### src/core/lss_params.svh
`ifndef LSS_PARAMS_SVH
`define LSS_PARAMS_SVH
// register byte offsets
`define LSS_OFF_MGMT_CFG 8'h1C
`define LSS_OFF_STATUS 8'h24
`define LSS_OFF_TIMER 8'h28
`define LSS_OFF_VER_CFG 8'h38
`define LSS_OFF_IRQ_STAT 8'h3C
`define LSS_OFF_IRQ_MASK 8'h40
// status register fields
`define LSS_BIT_LINE_DONE 0
`define LSS_BIT_VER_DONE 1
`define LSS_BIT_MGMT_DONE 2
`define LSS_BIT_VEND_DONE 3
`define LSS_POS_STATE 8
`define LSS_BIT_EXPIRED 16
// configuration fields
`define LSS_BIT_ETH_AUTO 7
`define LSS_BIT_HDLC_AUTO 12
`define LSS_BIT_VER_AUTO 0
// interrupt status fields
`define LSS_IRQ_EXPIRED 0
`define LSS_IRQ_OPER 1
`define LSS_IRQ_PASSIVE 2
// reset values
`define LSS_RST_DONE 4'h0
`define LSS_RST_LIMIT 20'h00000
`define LSS_RST_HDLC_AUTO 1'b1
`define LSS_RST_ETH_AUTO 1'b1
`define LSS_RST_VER_AUTO 1'b0
// state codes as software sees them
`define LSS_CODE_STANDBY 3'h0
`define LSS_CODE_L1SYNC 3'h1
`define LSS_CODE_PROTO 3'h3
`define LSS_CODE_MGMT 3'h2
`define LSS_CODE_IFACE 3'h6
`define LSS_CODE_OPER 3'h7
`define LSS_CODE_PASSIVE 3'h5
`endif

### src/core/lss_pkg.sv
package lss_pkg;
    // start-up sequence states
    typedef enum logic [2:0] {
        LSS_STANDBY,
        LSS_L1SYNC,
        LSS_PROTO,
        LSS_MGMT,
        LSS_IFACE,
        LSS_OPER,
        LSS_PASSIVE
    } lss_state_t;
    // state code as shown in the status register
    typedef logic [2:0] lss_code_t;
endpackage

### src/core/lss_fsm.sv
`timescale 1ns/1ps
`include "lss_params.svh"
module lss_fsm (
    input wire logic clk,
    input wire logic resetn,
    input wire logic start,
    input wire logic link_lost,
    input wire logic l1_sync_ok,
    input wire logic ver_done,
    input wire logic mgmt_done,
    input wire logic mgmt_fail,
    input wire logic vend_done,
    output lss_pkg::lss_code_t code
);
    import lss_pkg::*;
    lss_state_t state; // current start-up state
    lss_state_t next_state; // state for the next edge
    ////////////////////////////////////////////////////////////////
    // transition choice
    always_comb begin
        next_state = state;
        unique case (state)
            LSS_STANDBY: if (start) next_state = LSS_L1SYNC;
            LSS_L1SYNC: if (l1_sync_ok) next_state = LSS_PROTO;
            LSS_PROTO: if (ver_done) next_state = LSS_MGMT;
            LSS_MGMT: begin
                if (mgmt_done) begin
                    next_state = LSS_IFACE;
                end else if (mgmt_fail) begin
                    next_state = LSS_PASSIVE;
                end
            end
            LSS_IFACE: if (vend_done) next_state = LSS_OPER;
            LSS_OPER: next_state = LSS_OPER;
            LSS_PASSIVE: next_state = LSS_PASSIVE;
        endcase
        // loss of link drops back to standby
        if (link_lost) next_state = LSS_STANDBY;
    end
    // state register
    always_ff @(posedge clk) begin
        if (!resetn) begin
            state <= LSS_STANDBY;
        end else begin
            state <= next_state;
        end
    end
    // code register seen by software, from the same next value
    always_ff @(posedge clk) begin
        if (!resetn) begin
            code <= `LSS_CODE_STANDBY;
        end else begin
            unique case (next_state)
                LSS_STANDBY: code <= `LSS_CODE_STANDBY;
                LSS_L1SYNC: code <= `LSS_CODE_L1SYNC;
                LSS_PROTO: code <= `LSS_CODE_PROTO;
                LSS_MGMT: code <= `LSS_CODE_MGMT;
                LSS_IFACE: code <= `LSS_CODE_IFACE;
                LSS_OPER: code <= `LSS_CODE_OPER;
                LSS_PASSIVE: code <= `LSS_CODE_PASSIVE;
            endcase
        end
    end
    ////////////////////////////////////////////////////////////////
    a_vendor_gate: assert property (@(posedge clk)
        disable iff (!resetn) state == LSS_IFACE && !vend_done
        |=> state != LSS_OPER)
        else $error("operation entered without vendor done");
    a_mgmt_fail: assert property (@(posedge clk)
        disable iff (!resetn) state == LSS_MGMT && mgmt_fail && !mgmt_done
        && !link_lost |=> code == `LSS_CODE_PASSIVE)
        else $error("failed negotiation did not reach passive");
    a_proto_gate: assert property (@(posedge clk)
        disable iff (!resetn) state == LSS_PROTO && !ver_done
        |=> state != LSS_MGMT)
        else $error("management setup entered too early");
endmodule // lss_fsm

### src/core/lss_regs.sv
//////////////////////////////////////////////////////////////////////
//////////////////////////////////////////////////////////////////////
//
// Our own choice: the strobed register port.
`timescale 1ns/1ps
`include "lss_params.svh"
module lss_regs #(
    parameter bit SM_EN = 1'b1,
    parameter int LIMIT_W = 20
) (
    input wire logic clk,
    input wire logic resetn,
    input wire logic [7:0] addr,
    input wire logic [31:0] wdata,
    input wire logic wr,
    input wire logic rd,
    output logic [31:0] rdata,
    output logic irq,
    input wire logic start,
    input wire logic link_lost,
    input wire logic l1_sync_ok,
    input wire logic line_done_in,
    input wire logic ver_done_in,
    input wire logic mgmt_done_in,
    input wire logic vend_done_in,
    input wire logic ver_auto_ok,
    input wire logic mgmt_auto_ok,
    input wire logic mgmt_auto_fail,
    output lss_pkg::lss_code_t state_code,
    output logic timer_expired
);
    import lss_pkg::*;
    //////////////////////////////////////////////////////////////////
    // storage
    logic [3:0] done; // negotiation done bits
    logic [LIMIT_W-1:0] limit; // timer threshold
    logic hdlc_auto; // hdlc rate autoneg enable
    logic eth_auto; // ethernet pointer autoneg enable
    logic ver_auto; // version autoneg enable
    logic [2:0] irq_stat; // sticky event bits
    logic [2:0] irq_mask; // event enables
    lss_code_t code; // state code from machine
    logic expired; // timer expiry from timer
    logic expired_d; // expiry one cycle back
    lss_code_t code_d; // code one cycle back
    logic [31:0] next_rdata; // read mux result
    //////////////////////////////////////////////////////////////////
    // decode
    logic wr_stat; // write to status register
    logic wr_tim; // write to timer register
    logic wr_mcfg; // write to management config
    logic wr_vcfg; // write to version config
    logic wr_istat; // write to interrupt status
    logic wr_imask; // write to interrupt mask
    assign wr_stat = wr && addr == `LSS_OFF_STATUS && SM_EN;
    assign wr_tim = wr && addr == `LSS_OFF_TIMER && SM_EN;
    assign wr_mcfg = wr && addr == `LSS_OFF_MGMT_CFG;
    assign wr_vcfg = wr && addr == `LSS_OFF_VER_CFG;
    assign wr_istat = wr && addr == `LSS_OFF_IRQ_STAT;
    assign wr_imask = wr && addr == `LSS_OFF_IRQ_MASK;
    //////////////////////////////////////////////////////////////////
    // hardware set terms per done bit
    logic [3:0] hw_set; // set requests, win over software
    logic mgmt_auto; // any management autoneg enabled
    assign mgmt_auto = hdlc_auto || eth_auto;
    always_comb begin
        hw_set = 4'h0;
        if (SM_EN) begin
            // inputs write their bits directly
            hw_set[`LSS_BIT_LINE_DONE] = line_done_in;
            hw_set[`LSS_BIT_VER_DONE] = ver_done_in
                || (ver_auto && ver_auto_ok);
            hw_set[`LSS_BIT_MGMT_DONE] = mgmt_done_in
                || (mgmt_auto && mgmt_auto_ok);
            hw_set[`LSS_BIT_VEND_DONE] = vend_done_in;
        end
    end
    // done bits, one per loop entry
    localparam logic [3:0] RST_DONE = `LSS_RST_DONE; // reset value per bit
    genvar gi;
    generate
        for (gi = 0; gi < 4; gi++) begin : g_done
            always_ff @(posedge clk) begin
                if (!resetn) begin
                    done[gi] <= RST_DONE[gi];
                end else if (hw_set[gi]) begin
                    done[gi] <= 1'b1;
                end else if (wr_stat) begin
                    done[gi] <= wdata[gi];
                end
            end
        end
    endgenerate
    //////////////////////////////////////////////////////////////////
    // timer threshold
    always_ff @(posedge clk) begin
        if (!resetn) begin
            limit <= `LSS_RST_LIMIT;
        end else if (wr_tim) begin
            limit <= wdata[LIMIT_W-1:0];
        end
    end
    // management channel autoneg enables
    always_ff @(posedge clk) begin
        if (!resetn) begin
            hdlc_auto <= `LSS_RST_HDLC_AUTO;
            eth_auto <= `LSS_RST_ETH_AUTO;
        end else if (wr_mcfg) begin
            hdlc_auto <= wdata[`LSS_BIT_HDLC_AUTO];
            eth_auto <= wdata[`LSS_BIT_ETH_AUTO];
        end
    end
    // version autoneg enable
    always_ff @(posedge clk) begin
        if (!resetn) begin
            ver_auto <= `LSS_RST_VER_AUTO;
        end else if (wr_vcfg) begin
            ver_auto <= wdata[`LSS_BIT_VER_AUTO];
        end
    end
    //////////////////////////////////////////////////////////////////
    // start-up machine, held in standby when not built
    lss_fsm u_fsm (
        .clk(clk),
        .resetn(resetn),
        .start(start && SM_EN),
        .link_lost(link_lost),
        .l1_sync_ok(l1_sync_ok),
        .ver_done(done[`LSS_BIT_VER_DONE]),
        .mgmt_done(done[`LSS_BIT_MGMT_DONE]),
        .mgmt_fail(mgmt_auto_fail),
        .vend_done(done[`LSS_BIT_VEND_DONE]),
        .code(code)
    );
    assign state_code = code;
    // timer runs outside standby and operation
    logic timer_run; // timer counting
    assign timer_run = code != `LSS_CODE_STANDBY
        && code != `LSS_CODE_OPER;
    lss_timer #(
        .WIDTH(LIMIT_W)
    ) u_timer (
        .clk(clk),
        .resetn(resetn),
        .run(timer_run),
        .limit(limit),
        .expired(expired)
    );
    assign timer_expired = expired;
    //////////////////////////////////////////////////////////////////
    // edge history for interrupt events
    always_ff @(posedge clk) begin
        if (!resetn) begin
            expired_d <= 1'b0;
            code_d <= `LSS_CODE_STANDBY;
        end else begin
            expired_d <= expired;
            code_d <= code;
        end
    end
    logic [2:0] ev; // one-cycle events
    assign ev[`LSS_IRQ_EXPIRED] = expired && !expired_d;
    assign ev[`LSS_IRQ_OPER] = code == `LSS_CODE_OPER
        && code_d != `LSS_CODE_OPER;
    assign ev[`LSS_IRQ_PASSIVE] = code == `LSS_CODE_PASSIVE
        && code_d != `LSS_CODE_PASSIVE;
    // sticky status, set wins over write-one-clear
    always_ff @(posedge clk) begin
        if (!resetn) begin
            irq_stat <= 3'h0;
        end else if (wr_istat) begin
            irq_stat <= (irq_stat & ~wdata[2:0]) | ev;
        end else begin
            irq_stat <= irq_stat | ev;
        end
    end
    // mask register
    always_ff @(posedge clk) begin
        if (!resetn) begin
            irq_mask <= 3'h0;
        end else if (wr_imask) begin
            irq_mask <= wdata[2:0];
        end
    end
    // interrupt level from flop
    always_ff @(posedge clk) begin
        if (!resetn) begin
            irq <= 1'b0;
        end else begin
            irq <= |(irq_stat & irq_mask);
        end
    end
    //////////////////////////////////////////////////////////////////
    // read mux, reserved bits zero
    always_comb begin
        next_rdata = 32'h0000_0000;
        unique case (addr)
            `LSS_OFF_STATUS: begin
                if (SM_EN) begin
                    next_rdata[3:0] = done;
                    next_rdata[`LSS_POS_STATE +: 3] = code;
                    next_rdata[`LSS_BIT_EXPIRED] = expired;
                end
            end
            `LSS_OFF_TIMER: begin
                if (SM_EN) next_rdata[LIMIT_W-1:0] = limit;
            end
            `LSS_OFF_MGMT_CFG: begin
                next_rdata[`LSS_BIT_HDLC_AUTO] = hdlc_auto;
                next_rdata[`LSS_BIT_ETH_AUTO] = eth_auto;
            end
            `LSS_OFF_VER_CFG: next_rdata[`LSS_BIT_VER_AUTO] = ver_auto;
            `LSS_OFF_IRQ_STAT: next_rdata[2:0] = irq_stat;
            `LSS_OFF_IRQ_MASK: next_rdata[2:0] = irq_mask;
            default: next_rdata = 32'h0000_0000;
        endcase
    end
    // read data register, valid the cycle after rd
    always_ff @(posedge clk) begin
        if (!resetn) begin
            rdata <= 32'h0000_0000;
        end else if (rd) begin
            rdata <= next_rdata;
        end else begin
            rdata <= 32'h0000_0000;
        end
    end
    //////////////////////////////////////////////////////////////////
    // reset values and read-back
    a_state_reset: assert property (@(posedge clk)
        !resetn |=> state_code == `LSS_CODE_STANDBY)
        else $error("state not standby after reset");
    a_limit_reset: assert property (@(posedge clk)
        !resetn |=> limit == `LSS_RST_LIMIT && done == `LSS_RST_DONE)
        else $error("limit or done bits not reset");
    a_state_read: assert property (@(posedge clk)
        disable iff (!resetn) rd && addr == `LSS_OFF_STATUS && SM_EN
        |=> rdata[10:8] == $past(code))
        else $error("state field does not track machine");
    a_expired_read: assert property (@(posedge clk)
        disable iff (!resetn) rd && addr == `LSS_OFF_STATUS && SM_EN
        |=> rdata[`LSS_BIT_EXPIRED] == $past(expired))
        else $error("expiry flag not shown in status");
    a_limit_write: assert property (@(posedge clk)
        disable iff (!resetn) wr_tim ##1 rd && addr == `LSS_OFF_TIMER
        |=> rdata[LIMIT_W-1:0] == $past(wdata[LIMIT_W-1:0], 2))
        else $error("timer limit not stored");
    a_reserved_zero: assert property (@(posedge clk)
        disable iff (!resetn) rd && addr == `LSS_OFF_STATUS
        |=> rdata[31:17] == 15'h0000 && rdata[15:11] == 5'h00
        && rdata[7:4] == 4'h0)
        else $error("reserved status bits not zero");
    a_timer_reserved: assert property (@(posedge clk)
        disable iff (!resetn) rd && addr == `LSS_OFF_TIMER
        |=> rdata[31:LIMIT_W] == '0)
        else $error("reserved timer bits not zero");
    a_rdata_idle: assert property (@(posedge clk) disable iff (!resetn)
        !rd |=> rdata == 32'h0000_0000)
        else $error("read data not zero outside a read");
    // done bits set by inputs and by autonegotiation
    a_line_input: assert property (@(posedge clk)
        disable iff (!resetn) SM_EN && line_done_in
        |=> done[`LSS_BIT_LINE_DONE])
        else $error("line done input did not set bit");
    a_ver_input: assert property (@(posedge clk)
        disable iff (!resetn) SM_EN && ver_done_in
        |=> done[`LSS_BIT_VER_DONE])
        else $error("version done input did not set bit");
    a_input_sets: assert property (@(posedge clk)
        disable iff (!resetn) SM_EN && vend_done_in
        |=> done[`LSS_BIT_VEND_DONE])
        else $error("done input did not set bit");
    a_mgmt_auto: assert property (@(posedge clk)
        disable iff (!resetn) SM_EN && mgmt_auto && mgmt_auto_ok
        |=> done[`LSS_BIT_MGMT_DONE])
        else $error("management autoneg did not set done");
    a_ver_set: assert property (@(posedge clk)
        disable iff (!resetn) SM_EN && ver_auto && ver_auto_ok
        |=> done[`LSS_BIT_VER_DONE])
        else $error("version autoneg did not set done");
    a_ver_auto: assert property (@(posedge clk)
        disable iff (!resetn) !(ver_auto && ver_auto_ok) && !ver_done_in
        && !wr_stat && !done[`LSS_BIT_VER_DONE]
        |=> !done[`LSS_BIT_VER_DONE])
        else $error("version done set without cause");
    a_fail_clear: assert property (@(posedge clk)
        disable iff (!resetn) code == `LSS_CODE_PASSIVE
        && $past(code) == `LSS_CODE_MGMT
        |-> !$past(done[`LSS_BIT_MGMT_DONE]))
        else $error("passive entered with management done");
    a_irq_level: assert property (@(posedge clk) disable iff (!resetn)
        |(irq_stat & irq_mask) |=> irq)
        else $error("interrupt not raised");
    a_irq_sticky: assert property (@(posedge clk) disable iff (!resetn)
        !wr_istat |=> (irq_stat & $past(irq_stat)) == $past(irq_stat))
        else $error("interrupt status bit lost without clear");
endmodule // lss_regs

### src/core/lss_timer.sv
`timescale 1ns/1ps
`include "lss_params.svh"
module lss_timer #(
    parameter int WIDTH = 20
) (
    input wire logic clk,
    input wire logic resetn,
    input wire logic run,
    input wire logic [WIDTH-1:0] limit,
    output logic expired
);
    import lss_pkg::*;
    logic [WIDTH-1:0] count; // core clock cycles spent running
    logic reached; // count has met the threshold
    assign reached = (count >= limit);
    ////////////////////////////////////////////////////////////////
    // cycle counter, saturating, cleared while idle
    always_ff @(posedge clk) begin
        if (!resetn || !run) begin
            count <= '0;
        end else if (!reached) begin
            count <= count + 1'b1;
        end
    end
    // expiry flag, held until the timer stops
    always_ff @(posedge clk) begin
        if (!resetn || !run) begin
            expired <= 1'b0;
        end else if (reached) begin
            expired <= 1'b1;
        end
    end
    ////////////////////////////////////////////////////////////////
    a_timer_expiry: assert property (@(posedge clk)
        disable iff (!resetn) run && count >= limit |=> expired)
        else $error("timer did not expire at threshold");
    // a limit raised after expiry keeps the flag, so only a fresh rise counts
    a_timer_early: assert property (@(posedge clk)
        disable iff (!resetn) run && $past(run) && !$past(reached)
        && !$past(expired) |-> !expired)
        else $error("timer expired before threshold");
endmodule // lss_timer

### config.mk
export PLATFORM = sky130hd
export DESIGN_NAME = lss_regs
export DESIGN_NICKNAME = d
export VERILOG_FILES = /design/src/core/lss_pkg.sv /design/src/core/lss_fsm.sv /design/src/core/lss_regs.sv /design/src/core/lss_timer.sv
export VERILOG_INCLUDE_DIRS = /design/src /design/src/core
export SDC_FILE = /design/constraint.sdc
export NUM_CORES = 1
export LEC_CHECK = 0
export BUFFER_PORTS_ARGS = -buffer_cell sky130_fd_sc_hd__buf_2
export CAP_MARGIN = 15
export CORE_UTILIZATION = 40
export DETAILED_ROUTE_END_ITERATION = 10
export GPL_TIMING_DRIVEN = 1
export PLACE_DENSITY = 0.6
export SLEW_MARGIN = 20
export SYNTH_ARGS = -nofsm -noshare
export SYNTH_HDL_FRONTEND = slang
export SYNTH_SLANG_ARGS = --single-unit
### constraint.sdc
create_clock -name clk -period 4.3 [get_ports clk]
set_input_delay 0.86 -clock clk [delete_from_list [all_inputs] [get_ports clk]]
set_output_delay 0.86 -clock clk [all_outputs]
set_load 0.02 [all_outputs]
* Yosys cells after proc, flatten, opt, wreduce, memory -nomap -nowiden
Cells that the tools add are included.
W data, S select, Z words.
** Cells by class
- Add/subtract/negate cells :: 1
- $lt $le $gt $ge :: 1
- Eq/ne operators :: 23
- Muxes and demuxes :: 25
- Bitwise gates (word level) :: 5
- Reductions and logical operators :: 29
** Operators with widths (number)
- $pmux W3 S7 :: 2
- $eq A8 B6 Y1 const B :: 4
- $eq A3 B3 Y1 const B :: 8
- $mux W3 :: 8
- $add A20 B1 Y20 const B :: 1
- $ge A20 B20 Y1 :: 1
- $eq A3 B2 Y1 const B :: 4
- $logic_and A1 B1 Y1 :: 12
- $ne A3 B3 Y1 const B :: 3
- $eq A8 B5 Y1 const B :: 1
- $eq A8 B7 Y1 const B :: 1
- $mux W1 :: 8
- $pmux W1 S2 :: 4
- $pmux W2 S4 :: 1
- $reduce_bool A2 Y1 :: 4
- $and A3 B3 Y3 :: 2
- $eq A3 B1 Y1 const B :: 2
- $logic_not A3 Y1 :: 2
- $or A3 B3 Y3 :: 2
- $pmux W3 S2 :: 1
- $pmux W1 S5 :: 1
- $logic_or A1 B1 Y1 :: 4
- $logic_not A1 Y1 :: 3
- $not A3 Y3 :: 1
- 4 further kinds :: 4
** Storage, ports and cells
- Register bits after elaboration :: 97
- Bits of input ports :: 54
- Output and inout bits :: 37
- Logic and storage cells :: 104

* Logic depth before layout (Yosys ltp)
Gate-level depths: netlist (run 1).
- Depth after elaboration :: 6
- Gate-level depth with buffers :: 10
- Depth with buffers taken out :: 9

* Hierarchy
Synthesis (run 1) repeated with hierarchy kept, for this count alone.
** Unflattened totals
- Cell total of the unflattened synthesis :: 482
- Area, all modules :: 4347.9 um2
** By module, submodules not included
- lss_regs :: instances 1, cells each 253, area an instance 2443.6 um2, seq. area each 1161.1 um2
- lss_timer :: instances 1, cells each 186, area an instance 1506.4 um2, seq. area each 420.4 um2
- lss_fsm :: instances 1, cells each 43, area an instance 397.9 um2, seq. area each 120.1 um2

* Worst setup path before layout (run 1)
OpenSTA, ideal clock, no wires.
- Path type :: in2reg
- From :: input port addr[1]
- To :: register done[2]
- Setup time :: 120 ps
- Arrival :: 2121 ps
- Required time :: 4180 ps
- Setup slack :: 2060 ps
- Cell stages on the path :: 5
- Path buffers :: 0
- Cell sequence :: nor4_1 and4_1 nand2_1 mux2_2 o31a_1
** Between the ends
- Longest elaborated chain between the ends :: 3
** RTL lines
- start: declaration :: RTL line lss_regs.sv:13 : input wire logic [7:0] addr,
- $eq A8 B6 Y1
- $logic_and A1 B1 Y1 (no line)
- $reduce_bool A2 Y1 (no line)
- end signal: indexed assignment :: RTL line lss_regs.sv:85 : done[gi] <= RST_DONE[gi];
- end signal: indexed assignment :: RTL line lss_regs.sv:89 : done[gi] <= wdata[gi];
- end: declaration :: RTL line lss_regs.sv:35 : logic [3:0] done;
No other way between the ends.
A chain may end at the register's enable or synchronous reset.

* Final worst setup path (run 1)
- From :: register limit[2]
- To :: register u_timer.count[5]
** Between the ends
- Longest elaborated chain between the ends :: 1
** RTL lines
- start: declaration :: RTL line lss_regs.sv:36 : logic [LIMIT_W-1:0] limit;
- start signal: assignment :: RTL line lss_regs.sv:98 : limit <= `LSS_RST_LIMIT;
- start signal: assignment :: RTL line lss_regs.sv:100 : limit <= wdata[LIMIT_W-1:0];
- $ge A20 B20 Y1 :: RTL line lss_timer.sv:15 : assign reached = (count >= limit);
- end signal: assignment :: RTL line lss_timer.sv:22 : count <= count + 1'b1;
- end: declaration :: RTL line lss_timer.sv:13 : logic [WIDTH-1:0] count;
No other way between the ends.

==> results.sh, run 1 <==
export IMPL_drv_cap=0
export IMPL_crit_chain="inv_1 -> ha_1 -> a211oi_1 -> o21ai_1 -> a41oi_2 -> o211ai_2 -> buf_4 -> or4_1 -> a21oi_1"
export IMPL_p_total_mw=1.50
export IMPL_die_area_um2=10800
export IMPL_antenna_left=0
export IMPL_crit_path_max_fanout=41
export IMPL_cts_buffers=9
export IMPL_drc=0
export IMPL_setup_viol=0
export IMPL_core_um2=9910
export IMPL_pwr_share_seq_pct=53.2
export IMPL_finalCritPeriodShare_pct=56.2
export IMPL_worstSetupEndpoint="u_timer.count[5]"
export IMPL_r2r_end="u_timer.count[5]"
export IMPL_worstMarginPinSlew_ns=0.736
export IMPL_yosys_warnings=0
export IMPL_maxSlewHeadroom_pct=50.8
export IMPL_finalWirelength_um=9330
export IMPL_grt_setup_unrepaired="false"
export IMPL_vdd_ir_drop_max_mv=0.157
export IMPL_period_minus_slack_ns=2.41
export IMPL_dr_pass1_iters=4
export IMPL_grt_first_pass_wirelength_um=16000
export IMPL_die_width_um=104
export IMPL_synth_top_family_by_area="simple AND/OR/NAND/NOR gates"
export IMPL_vias_per_cell=5.24
export IMPL_swShare_pct=23.3
export IMPL_cp_startpoint="limit[2]"
export IMPL_async_flop_share_pct=0
export IMPL_regArea_um2=1700
export IMPL_multiInputGateArea_um2=2190
export IMPL_gp_congestion=0.771
export IMPL_outcome="completed"
export IMPL_synth_xor_area_share_pct=0
export IMPL_postCtsSetupBuffers=0
export IMPL_hold_path_class="register to register"
export IMPL_ctsHoldBuffers=0
export IMPL_fillers=970
export IMPL_cp_end_kind="register"
export IMPL_synth_compound_area_share_pct=18.8
export IMPL_synthSimpleGateAreaFrac_pct=23.5
export IMPL_slew_violations=0
export IMPL_p_int_mw=1.15
export IMPL_clk_insertion_delay_late_ns=0.35
export IMPL_rr_worst_depth=9
export IMPL_cts_sinks=85
export IMPL_finalSetupTns_ns=0
export IMPL_rows=36
export IMPL_utilization_pct=47.8
export IMPL_avgSynthCellArea_um2=8.67
export IMPL_synth_mux_area_share_pct=1.78
export IMPL_leakagePower_nw=1.83
export IMPL_routedWlPerCell_um=13.8
export IMPL_synth_top_flop_cell="dfxtp_1"
export IMPL_io_buffers=66
export IMPL_grt_max_degree=42
export IMPL_antenna_found_initial=0
export IMPL_grt_overflow_total=0
export IMPL_clkPwrFrac_pct=41.4
export IMPL_start_kind="register"
export IMPL_comb_power_share_pct=5.4
export IMPL_dp_cells=658
export IMPL_ctsResizeCount=0
export IMPL_synth_seq_cells=85
export IMPL_layout_drive_gt1_share_pct=18.3
export IMPL_dp_hpwl_um=6830
export IMPL_synth_distinct_cells=55
export IMPL_crit_arrival_ns=2.68
export IMPL_clk_path_buf_depth=2
export IMPL_hold_violations=0
export IMPL_grt_pass1_vias=3361
export IMPL_clockRootBuffer="clkbuf_8"
export IMPL_drt_iter0_markers=140
export IMPL_syn_inst=479
export IMPL_vias=3535
export IMPL_ctsHtreeMaxLevel=3
export IMPL_yosysSeqAreaShare_pct=41.0
export IMPL_nNetsFinal=615
export IMPL_area_growth_pct=14.0
export IMPL_syn_cell_area_um2=4150
export IMPL_grt_usage_pct=18.3
export IMPL_layout_cells_non_filler=674
export IMPL_synth_edf_count=0
export IMPL_clock_skew_ns=0.00999
export IMPL_crit_slowest_cell="or4_1"
export IMPL_cp_slowest_stage_delay_ns=0.50
export IMPL_io_pins=91
export IMPL_synth_adder_area_share_pct=7.53
export IMPL_start_util_pct=41.9
export IMPL_cts_tree="built"
export IMPL_crit_type="register to register"
export IMPL_switching_power_uw=351
export IMPL_clk_pin_slew_ns=0.09
export IMPL_antennaDiodeCount=0
export IMPL_r2r_start="limit[2]"
export IMPL_fmax_ghz=0.414
export IMPL_required_ns=4.57
export IMPL_cellPowerDensity_nw_per_um2=318
export IMPL_fp_dieH_um=104
export IMPL_r2r_setup_slack_ns=1.89
## per-stage QoR
| stage | hold WS (ns) | setup WS (ns) | cell area (um^2) |
|---|---|---|---|
| finish | 0.478 | 1.89 | 4730 |
| global route | 0.508 | 1.61 | 4730 |
| CTS | 0.482 | 1.87 | 4730 |
| detailed placement | 0.468 | 1.53 | 4510 |
| global placement | 0.463 | 1.58 | 4510 |
| floorplan | 0.443 | 2.06 | 4190 |
## placed cells by master, fill, tap and decap left out, types with 3 or more instances in the layout
cell type,instances
nor2b_1,7
nor4_1,3
mux2_2,3
o31ai_1,8
ha_1,25
nand3_1,40
nand4_1,6
a21oi_1,34
or3_1,10
o21a_1,5
or4_1,9
and2_1,20
a22oi_1,5
buf_4,4
inv_1,26
o31a_1,3
nor2_1,17
o21ai_0,14
clkbuf_8,9
buf_2,66
a22o_1,7
a21boi_0,22
mux2i_1,4
dfxtp_1,85
nand2_1,56
conb_1,12
## power groups by stage
stage,clock network (mW),registers (mW),logic [mW]
3_5_place_dp,0,0.819,0.0818
6_report,0.623,0.800,0.0814
2_1_floorplan,0,0.818,0.0555
3_3_place_gp,0,0.818,0.0799
5_1_grt,0.672,0.801,0.0905
4_1_cts,0.646,0.800,0.0822
## routing by layer
metal | track usage [%] | part of all wire [%] | vias to the layer above
met2 | 30.7 | 47 | 89
li1 | - | - | 1799
met3 | 3.70 | 4.9 | 8
met5 | 0 | 0 | -
met4 | 4.49 | 0.71 | 0
met1 | 23.9 | 47 | 1639
## kinds of logic (layout without fill, tap and decap cells)
group,after synthesis,count (layout)
other cells,1,12
buf+inv,61,112
simple gates,185,185
mux,7,7
flops,85,85
fa+ha+maj,25,25
compound gates,115,115
## state kept, by name, indices dropped and copies added (netlist names), 3 cells and up
register	flops
rdata	20
u_fsm.state	3
irq_stat	3
u_timer.count	20
u_fsm.code	3
irq_mask	3
code_d	3
done	4
limit	20
## synthesized netlist by cell type (all sizes together) (5+ instances only)
| cell type | count | area share, % |
|---|---|---|
| a22o | 7 | 1.5 |
| or4 | 9 | 1.6 |
| a21oi | 34 | 4.1 |
| dfxtp | 85 | 41 |
| nand2 | 56 | 5.1 |
| o21a | 5 | 0.90 |
| nor2b | 7 | 1.1 |
| o31ai | 8 | 1.4 |
| ha | 25 | 7.5 |
| a21boi | 24 | 4.3 |
| a22oi | 5 | 0.90 |
| nand3 | 41 | 5.1 |
| and2 | 20 | 3.0 |
| o21ai | 15 | 1.8 |
| nand4 | 8 | 1.5 |
| buf | 20 | 3.6 |
| or3 | 11 | 1.7 |
| inv | 26 | 2.4 |
| nor2 | 17 | 1.5 |
| clkbuf | 15 | 1.4 |
## cell type report
type / instances / share of cell area (%)
inverter: 26 / 2.06
timing repair buffer: 70 / 7.61
sequential: 85 / 35.9
multi-input combinational: 344 / 46.2
tap: 133 / 3.51
clock inverter: 7 / 2.06
clock buffer: 9 / 2.62
## worst min-delay path by stage
stage	start	to	slack (ns)	cells past startpoint
floorplan	limit[18]	limit[18]	0.44	2
global placement	limit[19]	limit[19]	0.46	2
detailed placement	limit[19]	limit[19]	0.47	2
CTS	limit[19]	limit[19]	0.48	2
global route	limit[4]	limit[4]	0.51	2
finish	limit[19]	limit[19]	0.48	2
## critical path: cells and delay by family (launching register included)
kind	cells	cell delay, ns
buffers and inverters	2	0.31
flip-flops	1	0.36
adder cells (fa/ha/maj)	1	0.30
AND/OR/NAND/NOR	1	0.50
AO/OA/AOI/OAI	5	0.86
No activity file was read; power rests on OpenSTA's default activity.
==> run 2, diff against run 1 <==
==> constraint.sdc (replaced) <==
create_clock -name clk -period 2.5 [get_ports clk]
set_input_delay 0.5 -clock clk [delete_from_list [all_inputs] [get_ports clk]]
set_output_delay 0.5 -clock clk [all_outputs]
set_load 0.02 [all_outputs]
==> results.sh, run 2 (synthesized netlist as in run 1, its figures left out) <==
export IMPL_leakagePower_nw=1.86
export IMPL_grt_pass1_vias=3407
export IMPL_layout_commonest_cell="dfxtp_1"
export IMPL_grt_setup_unrepaired="false"
export IMPL_vdd_ir_drop_max_mv=0.228
export IMPL_comb_power_share_pct=6.0
export IMPL_cp_slowest_stage_delay_ns=0.47
export IMPL_finalCritPeriodShare_pct=93.9
export IMPL_antenna_found_initial=0
export IMPL_clk_pin_slew_ns=0.09
export IMPL_cellPowerDensity_nw_per_um2=513
export IMPL_clockRootBuffer="clkbuf_8"
export IMPL_layout_common_cells="dfxtp_1, buf_2, nand2_1"
export IMPL_dp_hpwl_um=7160
export IMPL_clk_path_buf_depth=2
export IMPL_fillers=994
export IMPL_layout_drive_gt1_share_pct=19.5
export IMPL_rows=36
export IMPL_top_usage_layer="met2"
export IMPL_pwr_share_seq_pct=56.3
export IMPL_cts_tree="built"
export IMPL_routedWlPerCell_um=14.3
export IMPL_drt_iter0_markers=138
export IMPL_finalWirelength_um=9720
export IMPL_grt_overflow_total=0
export IMPL_period_minus_slack_ns=2.35
export IMPL_ctsHtreeMaxLevel=3
export IMPL_vias_per_cell=5.25
export IMPL_drc=0
export IMPL_clock_skew_ns=0.00998
export IMPL_io_buffers=66
export IMPL_nNetsFinal=622
export IMPL_cp_end_kind="register"
export IMPL_fmax_ghz=0.426
export IMPL_core_um2=9910
export IMPL_start_kind="register"
export IMPL_cp_startpoint="limit[2]"
export IMPL_grt_use_met1_pct=24.2
export IMPL_grt_usage_pct=18.8
export IMPL_required_ns=2.79
export IMPL_setup_viol=0
export IMPL_crit_arrival_ns=2.64
export IMPL_crit_path_max_fanout=41
export IMPL_worst_path_buf_inv=2
export IMPL_fp_dieH_um=104
export IMPL_r2r_start="limit[2]"
export IMPL_grt_max_degree=42
export IMPL_grt_first_pass_wirelength_um=16300
export IMPL_met2_usage_pct=30.5
export IMPL_antenna_left=0
export IMPL_antennaDiodeCount=0
export IMPL_crit_type="register to register"
export IMPL_cts_sinks=85
export IMPL_io_pins=91
export IMPL_hold_violations=0
export IMPL_drv_cap=0
export IMPL_clkPwrFrac_pct=37.7
export IMPL_p_int_mw=1.80
export IMPL_finalSetupTns_ns=0
export IMPL_start_util_pct=41.9
export IMPL_vias=3576
export IMPL_die_width_um=104
export IMPL_outcome="completed"
export IMPL_slew_violations=0
export IMPL_area_growth_pct=14.8
export IMPL_worstMarginPinSlew_ns=0.624
export IMPL_path_delay_family="compound AO/OA/AOI/OAI gates"
export IMPL_switching_power_uw=645
export IMPL_swShare_pct=26.4
export IMPL_crit_slowest_cell="or4_1"
export IMPL_gp_congestion=0.813
export IMPL_die_area_um2=10800
export IMPL_hold_path_class="input port to register"
export IMPL_grt_use_met3_pct=4.64
export IMPL_crit_chain="inv_1 -> ha_1 -> a211oi_2 -> o21ai_1 -> a41oi_2 -> o211ai_2 -> buf_12 -> or4_1 -> a21oi_1"
export IMPL_clk_insertion_delay_late_ns=0.36
export IMPL_hp_start="line_done_in"
export IMPL_cts_buffers=9
export IMPL_maxSlewHeadroom_pct=58.3
export IMPL_layout_setup_ws_ns=0.151
export IMPL_dr_pass1_iters=5
export IMPL_reg_largest_list="limit (20), rdata (20), u_timer.count (20)"
export IMPL_dp_slack_ns=0.169
==> run 2: cell count changes in the layout (fill, tap and decap cells not counted), sizes merged <==
cell | previous run | this run
clkinv | 1 | 3
buf | 70 | 77
clkinvlp | 2 | 1
bufinv | 2 | 0
inv | 28 | 29
==> run 2: stage by stage <==
| step | power, mW | cells | area, um^2 | hold slack (ns) | utilization (%) |
|---|---|---|---|---|---|
| final | 2.44 | 681 | 4770 | 0.350 | 48.1 |
| after global routing | 2.55 | 681 | 4770 | 0.329 | 48.1 |
| after global placement | 1.55 | 665 | 4580 | 0.465 | 46.2 |
| after floorplan | 1.50 | 490 | 4190 | 0.443 | - |
| after detailed placement | 1.55 | 665 | 4580 | 0.475 | 46.2 |
| after CTS | 2.47 | 681 | 4760 | 0.336 | 48.0 |
==> run 2: timing repair <==
item,CTS,global route
buffers inserted,0,0
hold buffers,0,0
gates resized for setup,0,1
endpoints found under the setup margin,0,8
endpoints found under the hold margin,0,0
==> run 2: power by group through the flow <==
| stage | Clock [mW] | Sequential, mW | Combinational (mW) |
|---|---|---|---|
| after CTS | 0.944 | 1.38 | 0.147 |
| final | 0.920 | 1.38 | 0.147 |
| after floorplan | 0 | 1.41 | 0.0955 |
| after detailed placement | 0 | 1.41 | 0.147 |
| after global placement | 0 | 1.41 | 0.143 |
| after global routing | 1.01 | 1.38 | 0.162 |
==> run 2: routing by layer <==
metal  routed length (um)  share of wire [%]
met5                    0                  0
met4                  190                2.0
met3                  600                6.2
met2                 4350                 45
met1                 4580                 47
==> run 2: cell type report <==
class	count	area [um^2]	share of cell area, %
inverters	26	97.6	2.05
multi-input cells	344	2190	46.0
flip-flops and latches	85	1700	35.7
well taps	133	166	3.49
clock buffers	9	124	2.60
clock inverters	7	58.8	1.23
repair buffers	77	425	8.93
==> run 2: path summary, 6_finish.rpt <==
kind                       end  slack (ns)  depth (start not counted)
min                    done[0]        0.35                          2
min reg2reg          limit[17]        0.49                          2
max reg2reg  u_timer.count[13]        0.15                          9
max          u_timer.count[13]        0.15                          9
==> run 2: worst register-to-register path, delay by kind of cell, from the launching register on <==
family,cells,cell delay [ns]
AOI/OAI and AO/OA,5,0.86
adders and majority gates,1,0.31
buffers and inverters,2,0.26
DFF,1,0.37
and+or+nand+nor,1,0.48
